==> config.mk <==
export PLATFORM = sky130hd
export DESIGN_NAME = sfp_flash_pins
export DESIGN_NICKNAME = d
export VERILOG_FILES = /design/src/logic/sfp_pair_buf.v /design/src/logic/sfp_flash_pins.v
export VERILOG_INCLUDE_DIRS = /design/src /design/src/logic
export SDC_FILE = /design/constraint.sdc
export NUM_CORES = 1
export LEC_CHECK = 0
export BUFFER_PORTS_ARGS = -buffer_cell sky130_fd_sc_hd__buf_4
export CAP_MARGIN = 40
export CELL_PAD_IN_SITES_DETAIL_PLACEMENT = 1
export CELL_PAD_IN_SITES_GLOBAL_PLACEMENT = 1
export CORE_ASPECT_RATIO = 1.25
export CORE_MARGIN = 1
export CORE_UTILIZATION = 35
export DETAILED_ROUTE_END_ITERATION = 10
export GPL_TIMING_DRIVEN = 0
export PLACE_DENSITY_LB_ADDON = 0.1
export SLEW_MARGIN = 15
export SYNTH_ARGS = -nofsm -noshare
export SYNTH_HDL_FRONTEND = slang
export SYNTH_HIERARCHICAL = 1
export SYNTH_SLANG_ARGS = --single-unit
export TNS_END_PERCENT = 30
==> constraint.sdc <==
create_clock -name ref_clk -period 8.3 [get_ports ref_clk]
set_clock_uncertainty 0.2 [all_clocks]
set_input_delay 0.415 -clock ref_clk [delete_from_list [all_inputs] [get_ports ref_clk]]
set_output_delay 0.415 -clock ref_clk [all_outputs]
set_load 0.05 [all_outputs]
==> src/logic/sfp_consts.vh <==
`ifndef SFP_CONSTS_VH
`define SFP_CONSTS_VH

// command codes
`define SFP_OP_ERASE_64K 8'hD8
`define SFP_OP_ERASE_32K 8'h52
`define SFP_OP_ERASE_4K 8'h20
`define SFP_OP_CHIP_ERASE 8'hC7
`define SFP_OP_PROGRAM 8'h02
`define SFP_OP_DUAL_PROGRAM 8'hA2
`define SFP_OP_READ 8'h03
`define SFP_OP_DUAL_READ 8'h3B
`define SFP_OP_PROTECT 8'h36
`define SFP_OP_UNPROTECT 8'h39

// array operation kinds on op_kind
`define SFP_KIND_ERASE_64K 3'h0
`define SFP_KIND_ERASE_32K 3'h1
`define SFP_KIND_ERASE_4K 3'h2
`define SFP_KIND_CHIP_ERASE 3'h3
`define SFP_KIND_PROGRAM 3'h4

// geometry and layout
`define SFP_ADDR_W 24
`define SFP_SECTORS 32
`define SFP_SECT_LSB 16
`define SFP_SECT_MSB 20
`define SFP_DUMMY_BITS 3'h7

// reset values
`define SFP_PROT_RST 1'h1
// pin synchronisers: {wp_n, hold_n, so, si, sck, cs_n}
`define SFP_SYNC_RST 6'h31

`endif

==> src/logic/sfp_pair_buf.v <==
`default_nettype none

module sfp_pair_buf #(
  parameter W = 8
) (
  input wire ref_clk,
  input wire rst_sync_n,
  input wire clk_en,
  input wire in_valid,
  output wire in_ready,
  input wire [W-1:0] in_data,
  output wire out_valid,
  input wire out_ready,
  output wire [W-1:0] out_data
);

  reg [W-1:0] head;
  reg [W-1:0] tail;
  reg [1:0] fill;
  wire push;
  wire pop;

  assign in_ready = (fill != 2'h2);
  assign out_valid = (fill != 2'h0);
  assign out_data = head;
  assign push = in_valid & in_ready;
  assign pop = out_valid & out_ready;

  always @(posedge ref_clk or negedge rst_sync_n) begin
    if (!rst_sync_n) begin
      head <= {W{1'b0}};
      tail <= {W{1'b0}};
      fill <= 2'h0;
    end else if (clk_en) begin
      if (push && pop) begin
        if (fill == 2'h1) begin
          head <= in_data;
        end else begin
          head <= tail;
          tail <= in_data;
        end
      end else if (push) begin
        if (fill == 2'h0) begin
          head <= in_data;
        end else begin
          tail <= in_data;
        end
        fill <= fill + 2'h1;
      end else if (pop) begin
        head <= tail;
        fill <= fill - 2'h1;
      end
    end
  end

endmodule // sfp_pair_buf

`default_nettype wire

==> src/logic/sfp_flash_pins.v <==
`include "sfp_consts.vh"
`default_nettype none

module sfp_flash_pins (
  input wire ref_clk,
  input wire rst_n,
  input wire clk_en,
  input wire cs_n,
  input wire sck,
  input wire si_in,
  output reg si_out,
  output wire si_oe,
  input wire so_in,
  output reg so_out,
  output wire so_oe,
  input wire hold_n,
  input wire wp_n,
  output reg op_valid,
  input wire op_ready,
  output reg [2:0] op_kind,
  output reg [23:0] op_addr,
  input wire array_busy,
  output wire wr_valid,
  input wire wr_ready,
  output wire [7:0] wr_data,
  output reg rd_req,
  output reg [23:0] rd_addr,
  input wire rd_valid,
  input wire [7:0] rd_data,
  output wire [31:0] sector_prot,
  output reg prot_fault,
  output reg wr_overrun
);

  localparam [2:0] ST_CMD = 3'h0;
  localparam [2:0] ST_ADDR = 3'h1;
  localparam [2:0] ST_DUMMY = 3'h2;
  localparam [2:0] ST_RDATA = 3'h3;
  localparam [2:0] ST_WDATA = 3'h4;
  localparam [2:0] ST_IDLE = 3'h5;
  localparam [5:0] SYNC_RST = `SFP_SYNC_RST;

  reg [1:0] rst_pipe;
  wire rst_sync_n;
  wire [5:0] pin_raw;
  wire [5:0] pin_s;
  wire cs_s;
  wire sck_s;
  wire si_s;
  wire so_s;
  wire hold_s;
  wire wp_s;
  reg sck_d;
  reg cs_d;
  reg hold_act;
  wire sel;
  wire rise;
  wire fall;
  wire cs_fall;
  wire cs_rise;
  reg [2:0] state;
  reg [7:0] cmd;
  reg [7:0] shreg;
  reg [2:0] rx_cnt;
  reg [1:0] abyte;
  reg [23:0] addr;
  reg armed;
  reg prog_ok;
  reg [7:0] tx_shift;
  reg [2:0] tx_cnt;
  reg [7:0] rd_buf;
  reg drv;
  reg push_valid;
  reg [7:0] push_data;
  wire push_ready;
  wire dual_in;
  wire dual_out;
  wire wide;
  wire [7:0] nb;
  wire byte_done;
  wire [2:0] rx_step;
  wire [23:0] full_addr;
  wire [4:0] sect;
  wire [4:0] new_sect;
  wire [7:0] tx_byte;
  wire prot_wr;
  wire prot_val;
  wire is_erase;
  wire is_prog;
  wire is_op;
  wire target_prot;

  // reset asserts at once, releases through two flops
  always @(posedge ref_clk or negedge rst_n) begin
    if (!rst_n) begin
      rst_pipe <= 2'h0;
    end else begin
      rst_pipe <= {rst_pipe[0], 1'b1};
    end
  end
  assign rst_sync_n = rst_pipe[1];

  assign pin_raw = {wp_n, hold_n, so_in, si_in, sck, cs_n};

  genvar gi;
  generate
    for (gi = 0; gi < 6; gi = gi + 1) begin : g_sync
      reg meta;
      reg stable;
      always @(posedge ref_clk or negedge rst_sync_n) begin
        if (!rst_sync_n) begin
          meta <= SYNC_RST[gi];
          stable <= SYNC_RST[gi];
        end else if (clk_en) begin
          meta <= pin_raw[gi];
          stable <= meta;
        end
      end
      assign pin_s[gi] = stable;
    end
  endgenerate

  assign cs_s = pin_s[0];
  assign sck_s = pin_s[1];
  assign si_s = pin_s[2];
  assign so_s = pin_s[3];
  assign hold_s = pin_s[4];
  assign wp_s = pin_s[5];

  assign sel = ~cs_s;
  // edge gate: clock ignored in hold
  assign rise = sel & ~hold_act & sck_s & ~sck_d;
  assign fall = sel & ~hold_act & ~sck_s & sck_d;
  assign cs_fall = cs_d & ~cs_s;
  assign cs_rise = ~cs_d & cs_s;

  assign dual_in = (cmd == `SFP_OP_DUAL_PROGRAM);
  assign dual_out = (cmd == `SFP_OP_DUAL_READ);
  assign wide = dual_in && (state == ST_WDATA);
  assign nb = wide ? {shreg[5:0], so_s, si_s} : {shreg[6:0], si_s};
  assign rx_step = wide ? 3'h2 : 3'h1;
  assign byte_done = wide ? (rx_cnt == 3'h6) : (rx_cnt == 3'h7);
  assign full_addr = {addr[15:0], nb};
  assign sect = addr[`SFP_SECT_MSB:`SFP_SECT_LSB];
  assign new_sect = full_addr[`SFP_SECT_MSB:`SFP_SECT_LSB];
  assign tx_byte = (tx_cnt == 3'h0) ? rd_buf : tx_shift;

  assign is_erase = (cmd == `SFP_OP_ERASE_64K) || (cmd == `SFP_OP_ERASE_32K) ||
                    (cmd == `SFP_OP_ERASE_4K) || (cmd == `SFP_OP_CHIP_ERASE);
  assign is_prog = (cmd == `SFP_OP_PROGRAM) || dual_in;
  assign is_op = is_erase || is_prog;
  assign target_prot = (cmd == `SFP_OP_CHIP_ERASE) ? (|sector_prot) : sector_prot[sect];
  assign prot_wr = cs_rise & armed &
                   ((cmd == `SFP_OP_PROTECT) | ((cmd == `SFP_OP_UNPROTECT) & wp_s));
  assign prot_val = (cmd == `SFP_OP_PROTECT);

  generate
    for (gi = 0; gi < `SFP_SECTORS; gi = gi + 1) begin : g_prot
      reg locked;
      always @(posedge ref_clk or negedge rst_sync_n) begin
        if (!rst_sync_n) begin
          locked <= `SFP_PROT_RST;
        end else if (clk_en && prot_wr && (sect == gi)) begin
          locked <= prot_val;
        end
      end
      assign sector_prot[gi] = locked;
    end
  endgenerate

  // hold begins only selected with clock low
  always @(posedge ref_clk or negedge rst_sync_n) begin
    if (!rst_sync_n) begin
      sck_d <= 1'b0;
      cs_d <= 1'b1;
      hold_act <= 1'b0;
    end else if (clk_en) begin
      sck_d <= sck_s;
      cs_d <= cs_s;
      if (!sel) begin
        hold_act <= 1'b0;
      end else if (!hold_act && !hold_s && !sck_s) begin
        hold_act <= 1'b1;
      end else if (hold_act && hold_s && !sck_s) begin
        hold_act <= 1'b0;
      end
    end
  end

  // receive path, framed by chip select
  always @(posedge ref_clk or negedge rst_sync_n) begin
    if (!rst_sync_n) begin
      state <= ST_IDLE;
      cmd <= 8'h00;
      shreg <= 8'h00;
      rx_cnt <= 3'h0;
      abyte <= 2'h0;
      addr <= 24'h000000;
      armed <= 1'b0;
      prog_ok <= 1'b0;
      push_valid <= 1'b0;
      push_data <= 8'h00;
    end else if (clk_en) begin
      push_valid <= 1'b0;
      if (cs_fall) begin
        state <= ST_CMD;
        cmd <= 8'h00;
        rx_cnt <= 3'h0;
        abyte <= 2'h0;
        armed <= 1'b0;
        prog_ok <= 1'b0;
      end else if (rise) begin
        // counters only move on live edges
        shreg <= nb;
        rx_cnt <= rx_cnt + rx_step;
        case (state)
          ST_CMD: begin
            if (byte_done) begin
              cmd <= nb;
              if (nb == `SFP_OP_CHIP_ERASE) begin
                armed <= 1'b1;
                state <= ST_IDLE;
              end else if ((nb == `SFP_OP_ERASE_64K) || (nb == `SFP_OP_ERASE_32K) ||
                           (nb == `SFP_OP_ERASE_4K) || (nb == `SFP_OP_PROGRAM) ||
                           (nb == `SFP_OP_DUAL_PROGRAM) || (nb == `SFP_OP_READ) ||
                           (nb == `SFP_OP_DUAL_READ) || (nb == `SFP_OP_PROTECT) ||
                           (nb == `SFP_OP_UNPROTECT)) begin
                state <= ST_ADDR;
              end else begin
                state <= ST_IDLE;
              end
            end
          end
          ST_ADDR: begin
            if (byte_done) begin
              addr <= full_addr;
              abyte <= abyte + 2'h1;
              if (abyte == 2'h2) begin
                if (cmd == `SFP_OP_READ) begin
                  state <= ST_RDATA;
                end else if (dual_out) begin
                  state <= ST_DUMMY;
                end else if (is_prog) begin
                  state <= ST_WDATA;
                  armed <= 1'b1;
                  prog_ok <= ~sector_prot[new_sect] & ~array_busy;
                end else begin
                  state <= ST_IDLE;
                  armed <= 1'b1;
                end
              end
            end
          end
          ST_DUMMY: begin
            if (rx_cnt == `SFP_DUMMY_BITS) begin
              state <= ST_RDATA;
            end
          end
          ST_WDATA: begin
            if (byte_done && prog_ok) begin
              push_valid <= 1'b1;
              push_data <= nb;
            end
          end
          default: begin
          end
        endcase
      end
    end
  end

  always @(posedge ref_clk or negedge rst_sync_n) begin
    if (!rst_sync_n) begin
      so_out <= 1'b0;
      si_out <= 1'b0;
      tx_shift <= 8'h00;
      tx_cnt <= 3'h0;
      drv <= 1'b0;
      rd_req <= 1'b0;
      rd_addr <= 24'h000000;
      rd_buf <= 8'h00;
    end else if (clk_en) begin
      rd_req <= 1'b0;
      if (rd_valid) begin
        rd_buf <= rd_data;
      end
      if (cs_fall) begin
        tx_cnt <= 3'h0;
        drv <= 1'b0;
      end else if (rise && (state == ST_ADDR) && byte_done && (abyte == 2'h2) &&
                   (cmd == `SFP_OP_READ)) begin
        rd_req <= 1'b1;
        rd_addr <= full_addr;
      end else if (rise && (state == ST_DUMMY) && (rx_cnt == `SFP_DUMMY_BITS)) begin
        rd_req <= 1'b1;
        rd_addr <= addr;
      end else if (fall && (state == ST_RDATA)) begin
        drv <= 1'b1;
        so_out <= tx_byte[7];
        if (dual_out) begin
          si_out <= tx_byte[6];
          tx_shift <= {tx_byte[5:0], 2'b00};
          tx_cnt <= tx_cnt + 3'h2;
        end else begin
          tx_shift <= {tx_byte[6:0], 1'b0};
          tx_cnt <= tx_cnt + 3'h1;
        end
        // prefetch the following byte while this one shifts out
        if (tx_cnt == 3'h0) begin
          rd_req <= 1'b1;
          rd_addr <= rd_addr + 24'h000001;
        end
      end
    end
  end

  assign so_oe = sel & ~hold_act & drv & (state == ST_RDATA);
  // input pin drives only for dual read
  assign si_oe = so_oe & dual_out;

  // array request never gated by hold
  always @(posedge ref_clk or negedge rst_sync_n) begin
    if (!rst_sync_n) begin
      op_valid <= 1'b0;
      op_kind <= `SFP_KIND_ERASE_64K;
      op_addr <= 24'h000000;
      prot_fault <= 1'b0;
      wr_overrun <= 1'b0;
    end else if (clk_en) begin
      prot_fault <= 1'b0;
      if (op_valid && op_ready) begin
        op_valid <= 1'b0;
      end
      if (cs_fall) begin
        wr_overrun <= 1'b0;
      end
      // a byte with no room is dropped; set wins over the clear
      if (push_valid && !push_ready) begin
        wr_overrun <= 1'b1;
      end
      if (cs_rise && armed && is_op) begin
        if (target_prot) begin
          prot_fault <= 1'b1;
        end else if (!array_busy && !op_valid && (!is_prog || prog_ok)) begin
          op_valid <= 1'b1;
          op_addr <= addr;
          case (cmd)
            `SFP_OP_ERASE_64K: op_kind <= `SFP_KIND_ERASE_64K;
            `SFP_OP_ERASE_32K: op_kind <= `SFP_KIND_ERASE_32K;
            `SFP_OP_ERASE_4K: op_kind <= `SFP_KIND_ERASE_4K;
            `SFP_OP_CHIP_ERASE: op_kind <= `SFP_KIND_CHIP_ERASE;
            default: op_kind <= `SFP_KIND_PROGRAM;
          endcase
        end
      end
    end
  end

  sfp_pair_buf #(
    .W(8)
  ) u_wbuf (
    .ref_clk(ref_clk),
    .rst_sync_n(rst_sync_n),
    .clk_en(clk_en),
    .in_valid(push_valid),
    .in_ready(push_ready),
    .in_data(push_data),
    .out_valid(wr_valid),
    .out_ready(wr_ready),
    .out_data(wr_data)
  );

endmodule // sfp_flash_pins

`default_nettype wire

# Word-level counts from Yosys, hierarchy flattened
# Cells that the tools add are included.
[totals]
output_inout_bits = 100
wordCells = 396
regBits = 202
in_bits = 21
[classes]
reduce_logical = 116
n_mux = 94
n_eq_ne = 74
n_addsub = 7
n_lt_le_gt_ge = 2
bitwise = 29
[ops]
columns = ["cell", "n"]
rows = [
  ["$mux 8", 16],
  ["$mux 24", 4],
  ["$eq 5x5->1 const B", 16],
  ["$eq 8x6->1 const B", 8],
  ["$logic_and 1x1->1", 53],
  ["$mux 3", 17],
  ["$eq 8x8->1 const B", 6],
  ["$mux 1", 45],
  ["$eq 5x4->1 const B", 8],
  ["$eq 8x2->1 const B", 4],
  ["$reduce_or 32->1", 1],
  ["$add 24x1->24 const B", 1],
  ["$ne 3x3->1 const B", 8],
  ["$reduce_and 4->1", 6],
  ["$reduce_bool 2->1", 11],
  ["$eq 5x3->1 const B", 4],
  ["$and 1x1->1", 16],
  ["$eq 8x7->1 const B", 2],
  ["$reduce_and 5->1", 3],
  ["$reduce_bool 3->1", 5],
  ["$logic_or 1x1->1", 14],
  ["$mux 2", 7],
  ["$lt 5x6->1 const B", 2],
  ["$ne 2x2->1 const B", 6],
  ["30 further kinds", 59],
]

# Depth between registers and ports, before layout
[depth]
ltp_word = 18
mapped_depth = 12
depth_no_buf = 9

# Cells and area by module
# Netlist, hierarchy kept.
[by_module_without_submodules]
columns = ["module", "seq_area_each_um2", "n_inst", "area_per_inst_um2", "cells_per_inst"]
rows = [
  ["sfp_flash_pins", 4630.7, 1, 9988.3, 950],
  ["sfp_pair_buf", 450.4, 1, 882.1, 72],
]

# Least setup slack after synthesis
# OpenSTA, ideal clock, no wires.
[synth_timing]
kind = "register to register"
start = "register cmd[7]"
end = "register rx_cnt[2]"
t_required_ns = 7.972
period_less_slack_ns = 2.734
arrival_ns = 2.406
stages_incl_launch_ff = 13
slack_ns = 5.566
n_path_buf = 3
setup_ns = 0.128
cell_sequence = "dfrtp_1 -> clkbuf_1 -> nor4bb_1 -> and3_1 -> buf_2 -> inv_2 -> buf_1 -> ha_1 -> inv_1 -> fa_1 -> and2_1 -> o21ai_0 -> o31ai_1"
[synth_between]
elab_chain_len = 6
[synth_lines]
columns = ["item", "line", "text"]
rows = [
  ["start, declared", "sfp_flash_pins.v:62", "reg [7:0] cmd;"],
  ["start signal, assigned", "sfp_flash_pins.v:219", "cmd <= nb;"],
  ["$eq 8x8->1 (no line)", "--", ""],
  ["$logic_and 1x1->1", "sfp_flash_pins.v:139", "assign wide = dual_in && (state == ST_WDATA);"],
  ["$mux 2", "sfp_flash_pins.v:141", "assign rx_step = wide ? 3'h2 : 3'h1;"],
  ["$add 3x2->3", "sfp_flash_pins.v:215", "rx_cnt <= rx_cnt + rx_step;"],
  ["$mux 3", "sfp_flash_pins.v:212", "end else if (rise) begin"],
  ["$mux 3", "sfp_flash_pins.v:205", "if (cs_fall) begin"],
  ["end signal, assigned", "sfp_flash_pins.v:215", ""],
  ["end, declared", "sfp_flash_pins.v:64", "reg [2:0] rx_cnt;"],
]
# No other way between the ends. The select of a mux whose other input is x is not followed.
# A chain may end at the register's enable or synchronous reset.

# Final worst setup path
[layout_timing]
start = "register state[1]"
end = "register rd_addr[4]"
[layout_between]
elab_chain_len = 8
elab_cells_between_ends = 19
classes_between = "eq/ne (4); mux (4); reduce/logical (11)"
[layout_lines]
columns = ["item", "line", "text"]
rows = [
  ["start, declared", "sfp_flash_pins.v:61", "reg [2:0] state;"],
  ["start signal, assigned", "sfp_flash_pins.v:193", "state <= ST_IDLE;"],
  ["start signal, assigned", "sfp_flash_pins.v:206", "state <= ST_CMD;"],
  ["start signal, assigned", "sfp_flash_pins.v:222", "state <= ST_IDLE;"],
  ["$eq 3x3->1", "sfp_flash_pins.v:139", ""],
  ["$logic_and 1x1->1", "sfp_flash_pins.v:139", ""],
  ["$mux 1", "sfp_flash_pins.v:142", "assign byte_done = wide ? (rx_cnt == 3'h6) : (rx_cnt == 3'h7);"],
  ["$logic_and 1x1->1 (3 in series)", "sfp_flash_pins.v:290", "end else if (rise && (state == ST_ADDR) && byte_done && (abyte == 2'h2) &&"],
  ["$reduce_bool 3->1 (no line)", "--", ""],
  ["$reduce_and 4->1 (no line)", "--", ""],
  ["end signal, assigned", "sfp_flash_pins.v:293", "rd_addr <= full_addr;"],
  ["end signal, assigned", "sfp_flash_pins.v:296", "rd_addr <= addr;"],
  ["end signal, assigned", "sfp_flash_pins.v:311", "rd_addr <= rd_addr + 24'h000001;"],
  ["end, declared", "sfp_flash_pins.v:27", "output reg [23:0] rd_addr,"],
]
# Several ways; a longest one is shown, not always the timed one.

==> results.md <==
- Mapped Cells: 1022
- Clock slew at reported path FFs: 0.06 ns
- Core Area: 0.03029 mm2
- Routed wl met3: 880 um
- Vias: 8259
- PortBufs: 120
- First-pass GRT wire length: 50.35 mm
- Die Wd: 159.6 um
- CTS H-tree lvls: 1
- NumNets Final: 1221
- Crit. End Element: flip-flop
- Filler instances: 3375
- Worst VDD drop: 0.1225 mV
- Starting density of the core: 35.88%
- Setup TNS: 0 ns
- Total Wirelength: 31.40 mm
- Yosys reg bits: 201
- Area post-placement: 0.01239 mm2
- Critical path arrival: 3.49 ns
- WP data required: 8.50 ns
- Post-synth ARST share: 100.0%
- Largest net degree at the start of global routing: 58
- CTS sink cnt: 201
- Syn Nets: 1053
- Pwr dens: 187.4 mW/mm2
- Max FO, Critical Path: 11
- Clock latency on the worst-skew pair: 0.52 ns
- Fmax: 0.3041 GHz
- Main synth FF type: dfrtp_1
- Wl on met1: 14.02 mm
- RR Startpoint: state[1]
- CTS max path bufs: 3
- Share of layout cells above drive strength 1: 32.84%
- WL/cell: 19.54 um
- Via density: 5.139
- Post-CTS Setup Bufs: 0
- Final Cycle Share: 39.62%
- Vias in the first global route: 8686
- Top-area cell type share of the netlist area: 36.83%
- Die area: 0.03177 mm2
- Count leader, synth: dfrtp_1
- P_leak: 6.191 nW
- Iteration-0 DRC Markers: 334
- Max-slew headroom: 45.90%
- Grt total ovfl: 0
- Die H: 199.0 um
- Placer Congestion: 0.8170
- Design area: 0.01328 mm2
- Hold_ws: 0.02184 ns
- CP startpoint: state[1]
- Pins Over Slew Limit: 0
- CTS hold repair buffers: 17
- Number of gates resized after CTS: 0
- R2R setup slack: 5.01 ns
- Post-synthesis cell type count: 76
- Post-DRT Antenna Nets: 0
- Commonest cells in the netlist: dfrtp_1 (160), nand2_1 (123), mux2_2 (89), nor2_1 (73), a21oi_1 (53)
- Max Used Layer: met4
- Status: finished, final reports clean
- Total power: 2.489 mW
- Total CTS buffers: 23
- Class of the worst hold path: in -> async
- Fin crit period: 3.288 ns
- Diode count: 0
- Sequential area share after synthesis: 46.74%
- Area of the multi-input gates: 0.005182 mm2
- Post-synth EDFFs: 0
- Drt pass-1 iters: 4
- Unrepaired setup endpoints after global routing: no
- Ports: 121
- CP Launch Type: flip-flop
- Syn-to-layout area delta: 22.20%
- Ys Warns: 6
- Hpwl dp: 22.78 mm
- Met2 wire length: 15.94 mm
- Endpoints failing hold: 0
- Initial antenna violation count: 0
- Dominant cells by area after synthesis: dfrtp_1 (37%), dfstp_2 (9.9%), mux2_2 (9.2%)
- Placed insts: 1549
- DRC: 0
- Worst slew pin tran: 0.7890 ns
- Syn Area/Cell: 10.64 um2
- CP Class: reg -> reg
- # rows: 71
- R2R depth: 10
- Final Non-Filler Cells: 1607
- Synth Cell Area: 0.01087 mm2
- Clock root buffer master: clkbuf_16
- Reg2reg end: rd_addr[4]
- Seq. cell area: 0.005085 mm2
- Synth area leader: dfrtp_1
- GRT Total Usage: 20.19%
- Final setup violation count: 0
- CTS tree: done
- Max Cap Viol: 0
-- flip-flops by register name, summed over array words and instances, names as in the netlist, 2 cells and up --
| register | count |
|---|---|
| abyte | 2 |
| rd_buf | 8 |
| g_sync.stable | 5 |
| state | 3 |
| rd_addr | 24 |
| u_wbuf/fill | 2 |
| u_wbuf/out_data | 8 |
| push_data | 8 |
| rst_pipe | 2 |
| op_addr | 24 |
| op_kind | 3 |
| rx_cnt | 3 |
| g_prot.locked | 32 |
| addr | 24 |
| g_sync.meta | 6 |
| shreg | 7 |
| tx_shift | 7 |
| tx_cnt | 3 |
| u_wbuf/tail | 8 |
| cmd | 8 |
-- layer usage --
metal / GRT usage (%) / up-vias
met3: 2.231 / 32
li1: - / 3946
met4: 4.701 / 0
met1: 26.29 / 4167
met2: 35.82 / 114
met5: 0 / -
-- worst max path at each step --
stage | to | slack [ns] | cells past startpoint
after CTS | rd_addr[4] | 4.97 | 10
after detailed placement | push_data[6] | 4.97 | 10
after global routing | rd_addr[4] | 4.75 | 10
after floorplan | abyte[0] | 2.16 | 0
final | rd_addr[4] | 5.01 | 10
after global placement | rd_addr[22] | -0.72 | 0
-- cell families (layout without fill, tap and decap cells) --
kind of cell / count (synthesis) / in the layout / share of synthesized area, %
xor gates and xnor gates: 25 / 25 / 2.014
adders and majority gates: 10 / 10 / 1.220
AOI/OAI and AO/OA: 175 / 175 / 10.34
and+or+nand+nor: 336 / 336 / 15.79
other: 1 / 1 / 0.03450
buffers and inverters: 117 / 301 / 5.582
DFF: 201 / 201 / 46.74
muxes: 157 / 157 / 18.28
-- through the flow --
step | util [%] | setup slack (ns)
6_report | 43.85 | 5.012
5_1_grt | 43.85 | 4.751
3_5_place_dp | 40.89 | 4.966
2_1_floorplan | - | 2.156
3_3_place_gp | 40.51 | -0.7231
4_1_cts | 43.85 | 4.968
-- final cells by class --
class / count / share of cell area, %
multi-input cells: 704 / 39.01
flip-flops and latches: 201 / 38.28
repair buffers: 143 / 8.891
clock buffers: 33 / 4.917
plain buffers: 93 / 3.890
well taps: 401 / 3.777
inverters: 24 / 0.6782
clock inverters: 8 / 0.5557
-- critical path, stage by stage, from the launching register on --
cell,delay (ns)
dfrtp_1,0.32
clkbuf_1,0.36
nor4bb_1,0.10
and3_1,0.20
buf_2,0.20
inv_2,0.16
buf_1,0.49
mux2i_1,0.75
nor2_1,0.08
o21ai_0,0.24
nand2_1,0.09
-- placed cells by master, fill, tap and decap left out, types with 5 or more instances in the layout --
| cell type | n |
|---|---|
| dfrtp_1 | 159 |
| buf_4 | 153 |
| nand2_1 | 123 |
| mux2_2 | 89 |
| nor2_1 | 73 |
| a21oi_1 | 53 |
| clkbuf_1 | 46 |
| o21ai_0 | 44 |
| dfstp_2 | 41 |
| mux2i_1 | 32 |
| inv_1 | 23 |
| clkbuf_16 | 23 |
| mux2_4 | 18 |
| nand3_1 | 17 |
| xnor2_1 | 17 |
| dlygate4sd3_1 | 17 |
| nor4_1 | 16 |
| mux4_2 | 16 |
| nor3_1 | 13 |
| a211o_1 | 13 |
| buf_2 | 12 |
| nor2b_1 | 12 |
| nor3b_1 | 9 |
| and2_1 | 9 |
| o21ai_1 | 9 |
| ha_1 | 9 |
| and3_1 | 8 |
| nand4b_1 | 8 |
| nand4_1 | 8 |
| xor2_1 | 8 |
| o31ai_1 | 7 |
| a211oi_1 | 7 |
| buf_6 | 5 |
| buf_1 | 5 |
| nand2b_1 | 5 |
| nand3b_1 | 5 |
| and4_1 | 5 |
| a21o_1 | 5 |
| a22oi_1 | 5 |
-- report_power, final --
part / switching (mW) / internal (mW) / total [mW]
Clock: 0.422 / 0.578 / 1.00
Sequential: 0.0634 / 1.05 / 1.11
Combinational: 0.236 / 0.145 / 0.381
No activity file was read; power rests on OpenSTA's default activity.
